**src/hw/sense_sync_pkg.sv**
```systemverilog
// Constants, types and reset values for the sense feedback strobe controller
`default_nettype none
package sense_sync_pkg;
  localparam int unsigned CLK_MHZ = 200;
  localparam int unsigned CNT_W = 20;
  localparam int unsigned ON_W = 24;
  localparam int unsigned ADDR_W = 12;
  // Timing: printed figures in their own unit, cycle counts derived
  localparam int unsigned TURN_ON_DELAY_NS = 50000;
  localparam int unsigned SENSE_SETTLING_NS = 100000;
  localparam int unsigned BLANK_CYC = ((TURN_ON_DELAY_NS + SENSE_SETTLING_NS) * CLK_MHZ + 999) / 1000;
  localparam int unsigned FAIL_PERIOD_US = 6500;
  localparam int unsigned FAIL_HALF_CYC = FAIL_PERIOD_US * CLK_MHZ / 2;
  localparam int unsigned FULL_PULSE_US = 100;
  localparam int unsigned FULL_PULSE_CYC = FULL_PULSE_US * CLK_MHZ;
  localparam int unsigned VOLT_DIV = 1024;
  localparam int unsigned VOLT_HALF = VOLT_DIV / 2;
  // Register map
  localparam logic [11:0] CTRL_OFS = 12'h000;
  localparam logic [11:0] STATUS_OFS = 12'h004;
  localparam int unsigned SEL_LSB = 0;
  localparam int unsigned STROBE_LO_BIT = 3;
  localparam int unsigned STROBE_HI_BIT = 4;
  localparam int unsigned ACM_LSB = 8;
  localparam int unsigned ST_STROBE_BIT = 0;
  localparam int unsigned ST_SENSE_BIT = 1;
  localparam int unsigned ST_SIGN_BIT = 2;
  localparam int unsigned ST_CLKFAIL_BIT = 3;
  localparam int unsigned ST_BLANK_BIT = 4;
  localparam int unsigned ST_FAULT_BIT = 5;
  // Feedback select codes
  localparam logic [2:0] SEL_TEMP = 3'h4;
  localparam logic [2:0] SEL_VBAT = 3'h5;

  typedef enum logic [1:0] {
    STROBE_OFF = 2'b00,
    STROBE_VALID = 2'b01,
    STROBE_NEXT_CYCLE = 2'b10,
    STROBE_MIDPOINT = 2'b11
  } strobe_mode_e;

  typedef enum logic [1:0] {
    DEV_NORMAL = 2'b00,
    DEV_FAIL = 2'b01,
    DEV_SLEEP = 2'b10
  } dev_mode_e;

  typedef struct packed {
    logic [3:0] on_phase;
    logic [3:0] inrush;
    logic [3:0] full_duty;
    logic [3:0] fault;
  } chan_s;

  typedef struct packed {
    logic psel;
    logic penable;
    logic pwrite;
    logic [ADDR_W-1:0] paddr;
    logic [31:0] pwdata;
  } apb_req_s;

  typedef struct packed {
    logic [2:0] feedback_select;
    logic strobe_select_lo;
    logic strobe_select_hi;
    logic [3:0] offset_mode_enable;
    logic offset_sign;
    logic strobe_low;
    logic sense_en;
    logic [CNT_W-1:0] blank_cnt;
    logic wait_cycle;
    logic wait_mid;
    logic mid_low;
    logic fault_block;
    logic [ON_W-1:0] on_cnt;
    logic [ON_W-1:0] on_len;
    logic [CNT_W-1:0] full_cnt;
    logic [CNT_W-1:0] fail_cnt;
    logic fail_level;
    logic [9:0] volt_cnt;
    logic volt_level;
    logic [2:0] prev_sel;
    logic prev_acm;
    logic prev_on;
    logic prev_pin;
    logic [31:0] rdata;
    logic err;
  } state_s;

  localparam state_s STATE_RST = '0;
endpackage
`default_nettype wire

```
**src/hw/sense_sync_ctrl.sv**
```systemverilog
// Sense feedback gating, offset mode and sampling strobe generator with APB registers
`default_nettype none
module sense_sync_ctrl #(
  parameter int unsigned BLANK_CYC = sense_sync_pkg::BLANK_CYC,
  parameter int unsigned FAIL_HALF_CYC = sense_sync_pkg::FAIL_HALF_CYC,
  parameter int unsigned FULL_PULSE_CYC = sense_sync_pkg::FULL_PULSE_CYC,
  parameter int unsigned VOLT_HALF = sense_sync_pkg::VOLT_HALF
) (
  input wire logic mclk,
  input wire logic nrst,
  input wire logic ce,
  input wire sense_sync_pkg::apb_req_s apb_req,
  output logic pready,
  output logic pslverr,
  output logic [31:0] prdata,
  input wire sense_sync_pkg::dev_mode_e dev_mode,
  input wire sense_sync_pkg::chan_s chan,
  input wire logic pwm_cycle_start,
  input wire logic pwm_clk_tick,
  input wire logic pwm_clock_fail,
  input wire logic sense_sample_strobe_n_i,
  output logic sense_sample_strobe_n_o,
  output logic sense_sample_strobe_n_oe,
  output logic sense_feedback_enable,
  output logic offset_sign,
  output logic [3:0] sense_full_scale_half
);
  sense_sync_pkg::state_s s;
  sense_sync_pkg::state_s next_s;

  // Count with saturation at zero, shared by the blanking and pulse timers
  function automatic logic [sense_sync_pkg::CNT_W-1:0] count_down(
    input logic [sense_sync_pkg::CNT_W-1:0] v);
    count_down = (v == '0) ? v : v - 1'b1;
  endfunction

  logic [2:0] sel;
  logic [1:0] ch;
  logic normal;
  logic cur_sel;
  logic volt_sel;
  logic acm_sel;
  logic ch_on;
  logic ch_inrush;
  logic ch_full;
  logic ch_fault;
  logic changed;
  logic blanked;
  logic valid;
  logic mid_hit;
  logic full_low;
  logic low;
  logic setup;
  logic access_wr;
  logic hit_ctrl;
  logic hit_status;
  sense_sync_pkg::strobe_mode_e mode;

  // Selection decode and per-channel views of the selected output
  always_comb begin
    sel = s.feedback_select;
    ch = sel[1:0];
    normal = (dev_mode == sense_sync_pkg::DEV_NORMAL);
    cur_sel = ~sel[2];
    volt_sel = (sel == sense_sync_pkg::SEL_TEMP) || (sel == sense_sync_pkg::SEL_VBAT);
    acm_sel = cur_sel && s.offset_mode_enable[ch];
    ch_on = chan.on_phase[ch];
    ch_inrush = chan.inrush[ch];
    ch_full = chan.full_duty[ch];
    ch_fault = chan.fault[ch];
    mode = sense_sync_pkg::strobe_mode_e'({s.strobe_select_hi, s.strobe_select_lo});
  end

  // Bus decode; the answer is ready in the access phase, with wait states only while ce is low
  always_comb begin
    setup = apb_req.psel && !apb_req.penable;
    access_wr = apb_req.psel && apb_req.penable && apb_req.pwrite;
    hit_ctrl = (apb_req.paddr == sense_sync_pkg::CTRL_OFS);
    hit_status = (apb_req.paddr == sense_sync_pkg::STATUS_OFS);
  end

  // Whole next state, including the strobe decision
  always_comb begin
    next_s = s;
    // Mux or offset mode switch restarts blanking and the trigger waits
    changed = (sel != s.prev_sel) || (acm_sel != s.prev_acm);
    next_s.prev_sel = sel;
    next_s.prev_acm = acm_sel;
    if (changed) begin
      next_s.blank_cnt = sense_sync_pkg::CNT_W'(BLANK_CYC);
      next_s.wait_cycle = 1'b1;
      next_s.wait_mid = 1'b1;
    end else begin
      next_s.blank_cnt = count_down(s.blank_cnt);
      if (pwm_cycle_start) begin
        next_s.wait_cycle = 1'b0;
      end
    end
    blanked = changed || (s.blank_cnt != '0);

    // Fault holds off triggers until the output turns on again; set wins
    next_s.prev_on = ch_on;
    if (ch_fault) begin
      next_s.fault_block = 1'b1;
    end else if (ch_on && !s.prev_on) begin
      next_s.fault_block = 1'b0;
    end

    // On-phase length of the last pulse locates the next midpoint
    if (ch_on) begin
      next_s.on_cnt = (s.on_cnt == '1) ? s.on_cnt : s.on_cnt + 1'b1;
    end else begin
      next_s.on_cnt = '0;
      if (s.prev_on) begin
        next_s.on_len = s.on_cnt;
      end
    end
    mid_hit = ch_on && (s.on_cnt == (s.on_len >> 1));

    // Current feedback only in normal mode, on phase and past inrush
    next_s.sense_en = normal && cur_sel && ch_on && !ch_inrush;
    valid = normal && cur_sel && ch_on && !ch_inrush && !blanked
      && !s.fault_block && !ch_fault;

    // Midpoint window; a change keeps it shut until a clean midpoint
    if (!valid) begin
      next_s.mid_low = 1'b0;
    end else if (mid_hit) begin
      next_s.wait_mid = changed;
      next_s.mid_low = 1'b1;
    end

    // High pulse at each counter overflow when the channel runs at 100 % in the next-cycle or midpoint setting
    if (pwm_cycle_start) begin
      next_s.full_cnt = sense_sync_pkg::CNT_W'(FULL_PULSE_CYC);
    end else begin
      next_s.full_cnt = count_down(s.full_cnt);
    end
    full_low = valid && (s.full_cnt == '0) && !pwm_cycle_start;

    // Free-running fallback square wave for a dead PWM clock
    if (s.fail_cnt >= sense_sync_pkg::CNT_W'(FAIL_HALF_CYC - 1)) begin
      next_s.fail_cnt = '0;
      next_s.fail_level = ~s.fail_level;
    end else begin
      next_s.fail_cnt = s.fail_cnt + 1'b1;
    end

    // Voltage square wave from the slowest prescaler tap
    if (pwm_clk_tick) begin
      if (s.volt_cnt >= 10'(VOLT_HALF - 1)) begin
        next_s.volt_cnt = '0;
        next_s.volt_level = ~s.volt_level;
      end else begin
        next_s.volt_cnt = s.volt_cnt + 1'b1;
      end
    end

    // Strobe pull-low decision, clock failure taking priority
    low = 1'b0;
    if (!normal) begin
      low = 1'b0;
    end else if (pwm_clock_fail && (cur_sel || volt_sel)) begin
      low = !s.fail_level;
    end else if (volt_sel) begin
      low = !s.volt_level;
    end else if (cur_sel) begin
      case (mode)
        sense_sync_pkg::STROBE_OFF: begin
          low = 1'b0;
        end
        sense_sync_pkg::STROBE_VALID: begin
          low = valid;
        end
        sense_sync_pkg::STROBE_NEXT_CYCLE: begin
          low = ch_full ? full_low : (valid && !s.wait_cycle);
        end
        sense_sync_pkg::STROBE_MIDPOINT: begin
          low = ch_full ? full_low : (valid && !s.wait_mid && (s.mid_low || mid_hit));
        end
        default: begin
          low = 1'b0;
        end
      endcase
    end
    next_s.strobe_low = low;

    // Offset sign flips on each strobe rising edge, cleared when mode is off
    next_s.prev_pin = sense_sample_strobe_n_i;
    if (!acm_sel) begin
      next_s.offset_sign = 1'b0;
    end else if (sense_sample_strobe_n_i && !s.prev_pin) begin
      next_s.offset_sign = ~s.offset_sign;
    end

    // Register read data is captured in the setup phase
    if (setup) begin
      next_s.err = !(hit_ctrl || hit_status);
      next_s.rdata = '0;
      if (hit_ctrl) begin
        next_s.rdata[sense_sync_pkg::SEL_LSB +: 3] = s.feedback_select;
        next_s.rdata[sense_sync_pkg::STROBE_LO_BIT] = s.strobe_select_lo;
        next_s.rdata[sense_sync_pkg::STROBE_HI_BIT] = s.strobe_select_hi;
        next_s.rdata[sense_sync_pkg::ACM_LSB +: 4] = s.offset_mode_enable;
      end else if (hit_status) begin
        next_s.rdata[sense_sync_pkg::ST_STROBE_BIT] = s.strobe_low;
        next_s.rdata[sense_sync_pkg::ST_SENSE_BIT] = s.sense_en;
        next_s.rdata[sense_sync_pkg::ST_SIGN_BIT] = s.offset_sign;
        next_s.rdata[sense_sync_pkg::ST_CLKFAIL_BIT] = pwm_clock_fail;
        next_s.rdata[sense_sync_pkg::ST_BLANK_BIT] = blanked;
        next_s.rdata[sense_sync_pkg::ST_FAULT_BIT] = s.fault_block;
      end
    end

    // Control write takes effect at the access edge
    if (access_wr && hit_ctrl) begin
      next_s.feedback_select = apb_req.pwdata[sense_sync_pkg::SEL_LSB +: 3];
      next_s.strobe_select_lo = apb_req.pwdata[sense_sync_pkg::STROBE_LO_BIT];
      next_s.strobe_select_hi = apb_req.pwdata[sense_sync_pkg::STROBE_HI_BIT];
      next_s.offset_mode_enable = apb_req.pwdata[sense_sync_pkg::ACM_LSB +: 4];
    end
    // Fail mode overrides any software write to the offset enables
    if (dev_mode == sense_sync_pkg::DEV_FAIL) begin
      next_s.offset_mode_enable = '0;
    end
  end

  // Single state register; clock enable freezes everything
  always_ff @(posedge mclk or negedge nrst) begin
    if (!nrst) begin
      s <= sense_sync_pkg::STATE_RST;
    end else if (ce) begin
      s <= next_s;
    end
  end

  // Ready follows the clock enable so no write is lost while frozen
  assign pready = ce;
  assign pslverr = apb_req.psel && apb_req.penable && s.err;
  assign prdata = s.rdata;
  // Open drain: only ever pull low, the pull-up makes the high level
  assign sense_sample_strobe_n_o = 1'b0;
  assign sense_sample_strobe_n_oe = s.strobe_low;
  assign sense_feedback_enable = s.sense_en;
  assign offset_sign = s.offset_sign;
  assign sense_full_scale_half = s.offset_mode_enable;
endmodule
`default_nettype wire

```
**config.mk**
```make
export PLATFORM = sky130hd
export DESIGN_NAME = sense_sync_ctrl
export DESIGN_NICKNAME = d
export VERILOG_FILES = /design/src/hw/sense_sync_pkg.sv /design/src/hw/sense_sync_ctrl.sv
export SDC_FILE = /design/constraint.sdc
export NUM_CORES = 1
export LEC_CHECK = 0
export ABC_CLOCK_PERIOD_IN_PS = 2490
export BUFFER_PORTS_ARGS = -buffer_cell sky130_fd_sc_hd__buf_2
export CORE_ASPECT_RATIO = 1.5
export CORE_MARGIN = 1
export CORE_UTILIZATION = 35
export CTS_CLUSTER_SIZE = 10
export DETAILED_ROUTE_END_ITERATION = 7
export PLACE_DENSITY = 0.56
export SETUP_SLACK_MARGIN = 0.2
export SLEW_MARGIN = 20
export SYNTH_ARGS = -nofsm -noshare
export SYNTH_HDL_FRONTEND = slang
export SYNTH_SLANG_ARGS = --single-unit
export TNS_END_PERCENT = 100
```
**constraint.sdc**
```tcl
create_clock -name mclk -period 2.49 [get_ports mclk]
set_input_delay 0.498 -clock mclk [delete_from_list [all_inputs] [get_ports mclk]]
set_output_delay 0.498 -clock mclk [all_outputs]
set_load 0.01 [all_outputs]
```
==> key figures <==
Status
  • Status: complete, no violations

Timing
  • Worst-margin pin slew: 0.512 ns
  • Clock Skews: 0.0126 ns
  • Slew Limit Fails: 0
  • Hold Vio Cnt, Final: 0
  • Slew headroom: 65.5%
  • F_max: 0.429 GHz
  • Shortest period the worst path allows: 2.33 ns
  • Period utilization: 93.6%
  • Final setup viols: 0
  • TNS Setup: 0 ns
  • RSZ-0062 raised after global routing: yes
  • Setup WS post-layout: 0.159 ns

Layout
  • Filler instances: 2220
  • Area grow syn2layout: 18.1%
  • Final core utilization: 42.0%
  • Cell area after layout: 9620 sq um
  • Commonest non-fill, non-tap cell in the layout: dfrtp_1
  • N_diodes: 0
  • Share of cells above drive strength 1: 22.4%
  • Final #Nets: 1002
  • Most frequent cells in the layout: dfrtp_1, nor2_1, nand2_1

Floorplan
  • Die ar.: 23900 sq um
  • I/O pin count: 114
  • Initial core utilization: 35.6%
  • Core Footprint: 22900 sq um
  • Chip width: 127 um
  • Die height: 189 um
  • Floorplan row count: 68

Route
  • Vias per inst: 5.17
  • Via count: 6290
  • Final ANT Viol Nets: 0
  • First-pass DRT Iterations: 4
  • Wire length per cell: 15.6 um
  • Initial DRC Count: 215
  • Routed wire length: 19000 um
  • # DRC: 0

Yosys
  • Synth unique cells: 62
  • Register area share after synthesis: 46.7%
  • Post-synth top area share: 46.7%
  • Post-synthesis adder-cell area fraction: 1.08%
  • Synth Area in Compound Gates: 11.4%
  • Synthesized area: 8140 sq um
  • Avg Inst Size Synth: 9.79 sq um
  • Ys flop type: dfrtp_1
  • Yosys top cell by area: dfrtp_1
  • Fraction of registers with async set/reset: 100%
  • Xor-xnor portion of the synthesized cell area: 7.30%
  • Mux contribution to synthesized area: 6.68%
  • Top post-synthesis cells by area: dfrtp_1, mux2_2, xor2_1
  • Warnings, synthesis: 0
  • Post-synth EDFFs: 0
  • Largest family of logic cells by synthesized area: simple AND/OR/NAND/NOR gates
  • Simple-gate share of the synthesized area: 20.6%
  • Mapped Cells: 832
  • Synth Register Bits: 152

Critical path
  • Worst Setup Path Type: register to register
  • CP Launch Type: register
  • Reg2Reg Setup Slack: 0.16 ns
  • CP Capture Type: register
  • Crit path DAT: 2.68 ns
  • CP Max Fanout: 7
  • WP data required: 2.84 ns

Clock network
  • H-tree levels: 4
  • CTS Hold Bufs: 0
  • Max Buffers Root-to-Sink: 2
  • Clock sink count: 152
  • Clock Latency Late Sink: 0.43 ns
  • CTS tree: done
  • CTS Buf Count: 17
  • Root buf cell: clkbuf_16
  • Reg clk slew, reported paths: 0.06 ns

Worst hold path
  • HP Class: primary input to asynchronous set/reset pin

Place
  • Final HPWL DP: 13700 um
  • GPL Wtd Cong: 0.832
  • Pre-CTS setup slack: 0.0777 ns
  • Number of I/O port buffers: 67
  • Placed instance area: 8900 sq um

GRT
  • First-pass GRT wire length: 31800 um
  • Largest net degree at the start of global routing: 49
  • All-Layer GR Usage: 17.1%
  • Vias in the first global route: 6376
  • Initial antenna violation count: 2
  • GRT Residual Overflow: 0

Power
  • VDD IR max: 0.470 mV
  • Pwr dens: 704 nW/um^2
  • Tot Pwr: 6.77 mW
  • Leak: 4.44 nW

Run
  • Max-cap viol count: 0
metrics by stage:
stage / hold WS (ns) / cells
floorplan: 0.202 / 854
global placement: 0.461 / 1180
detailed placement: 0.465 / 1180
CTS: 0.00276 / 1213
global route: 0.0208 / 1216
finish: 0.000947 / 1216
timing repair:
action / 4_1_cts / 5_1_grt
pin swaps: 0 / 6
setup endpoints to repair: 15 / 36
gates resized for setup: 3 / 12
setup buffers: 1 / 3
report_power, final:
| group | switching [mW] | internal (mW) | total (mW) |
|---|---|---|---|
| logic | 0.575 | 0.477 | 1.05 |
| clock network | 1.03 | 1.66 | 2.69 |
| registers | 0.283 | 2.74 | 3.03 |
| total | 1.89 | 4.88 | 6.77 |
final cells by class:
| cell class | count | area [sq um] | share of cell area (%) |
|---|---|---|---|
| multi-input combinational | 613 | 3980 | 41.4 |
| clock buffer | 22 | 474 | 4.93 |
| tap | 280 | 350 | 3.64 |
| clock inverter | 10 | 143 | 1.48 |
| sequential | 152 | 3800 | 39.5 |
| inverter | 19 | 71.3 | 0.741 |
| timing repair buffer | 120 | 793 | 8.25 |
critical path, stage by stage, from the launching register on:
cell     delay (ns)
dfrtp_1        0.37
mux4_2         0.56
xor2_2         0.21
o31ai_4        0.08
a211o_1        0.29
buf_6          0.14
or4_1          0.46
a21oi_1        0.14
synthesized netlist by cell type (12+ instances only):
library cell and count:
xor2_1 40, buf_4 41, nand2_1 76, xnor2_1 26, nand3_1 37, dfrtp_1 152
nor4_1 19, nor3_1 21, mux2_2 33, nor2_1 79, nand4_1 18, and3_1 12
clkbuf_1 20, o21ai_0 61, inv_1 19, a21oi_1 26, or3_1 14
worst paths after layout:
path	cells past startpoint	endpoint	from
min	1	s[125]	nrst
max	7	s[161]	sel[0]
max reg2reg	7	s[161]	sel[0]
max in group asynchronous	2	s[59]	nrst
min reg2reg	2	s[142]	s[142]
min in group mclk	2	sense_full_scale_half[0]	apb_req[8]
flip-flops by register name (all words and copies together) (netlist names):
name	flops
sense_feedback_enable	1
sense_sample_strobe_n_oe	1
sel	3
mode	2
offset_sign	1
sense_full_scale_half	4
s	130
prdata	10
cell families (layout without fill, tap and decap cells):
kind of cell	after synthesis	count (layout)
and+or+nand+nor	328	328
DFF	152	152
AOI/OAI and AO/OA	144	144
buffers and inverters	89	171
xor gates and xnor gates	67	67
muxes	44	44
adders and majority gates	7	7
other	1	23
metal layers:
metal | part of all wire, % | track usage [%] | vias to the layer above
met5 | 0.14 | 0 | -
met4 | 3.0 | 8.99 | 4
met3 | 3.0 | 3.21 | 37
met2 | 50 | 29.2 | 101
met1 | 43 | 20.2 | 3063
li1 | - | - | 3085
Note: power is estimated with default switching activity, not from simulation.
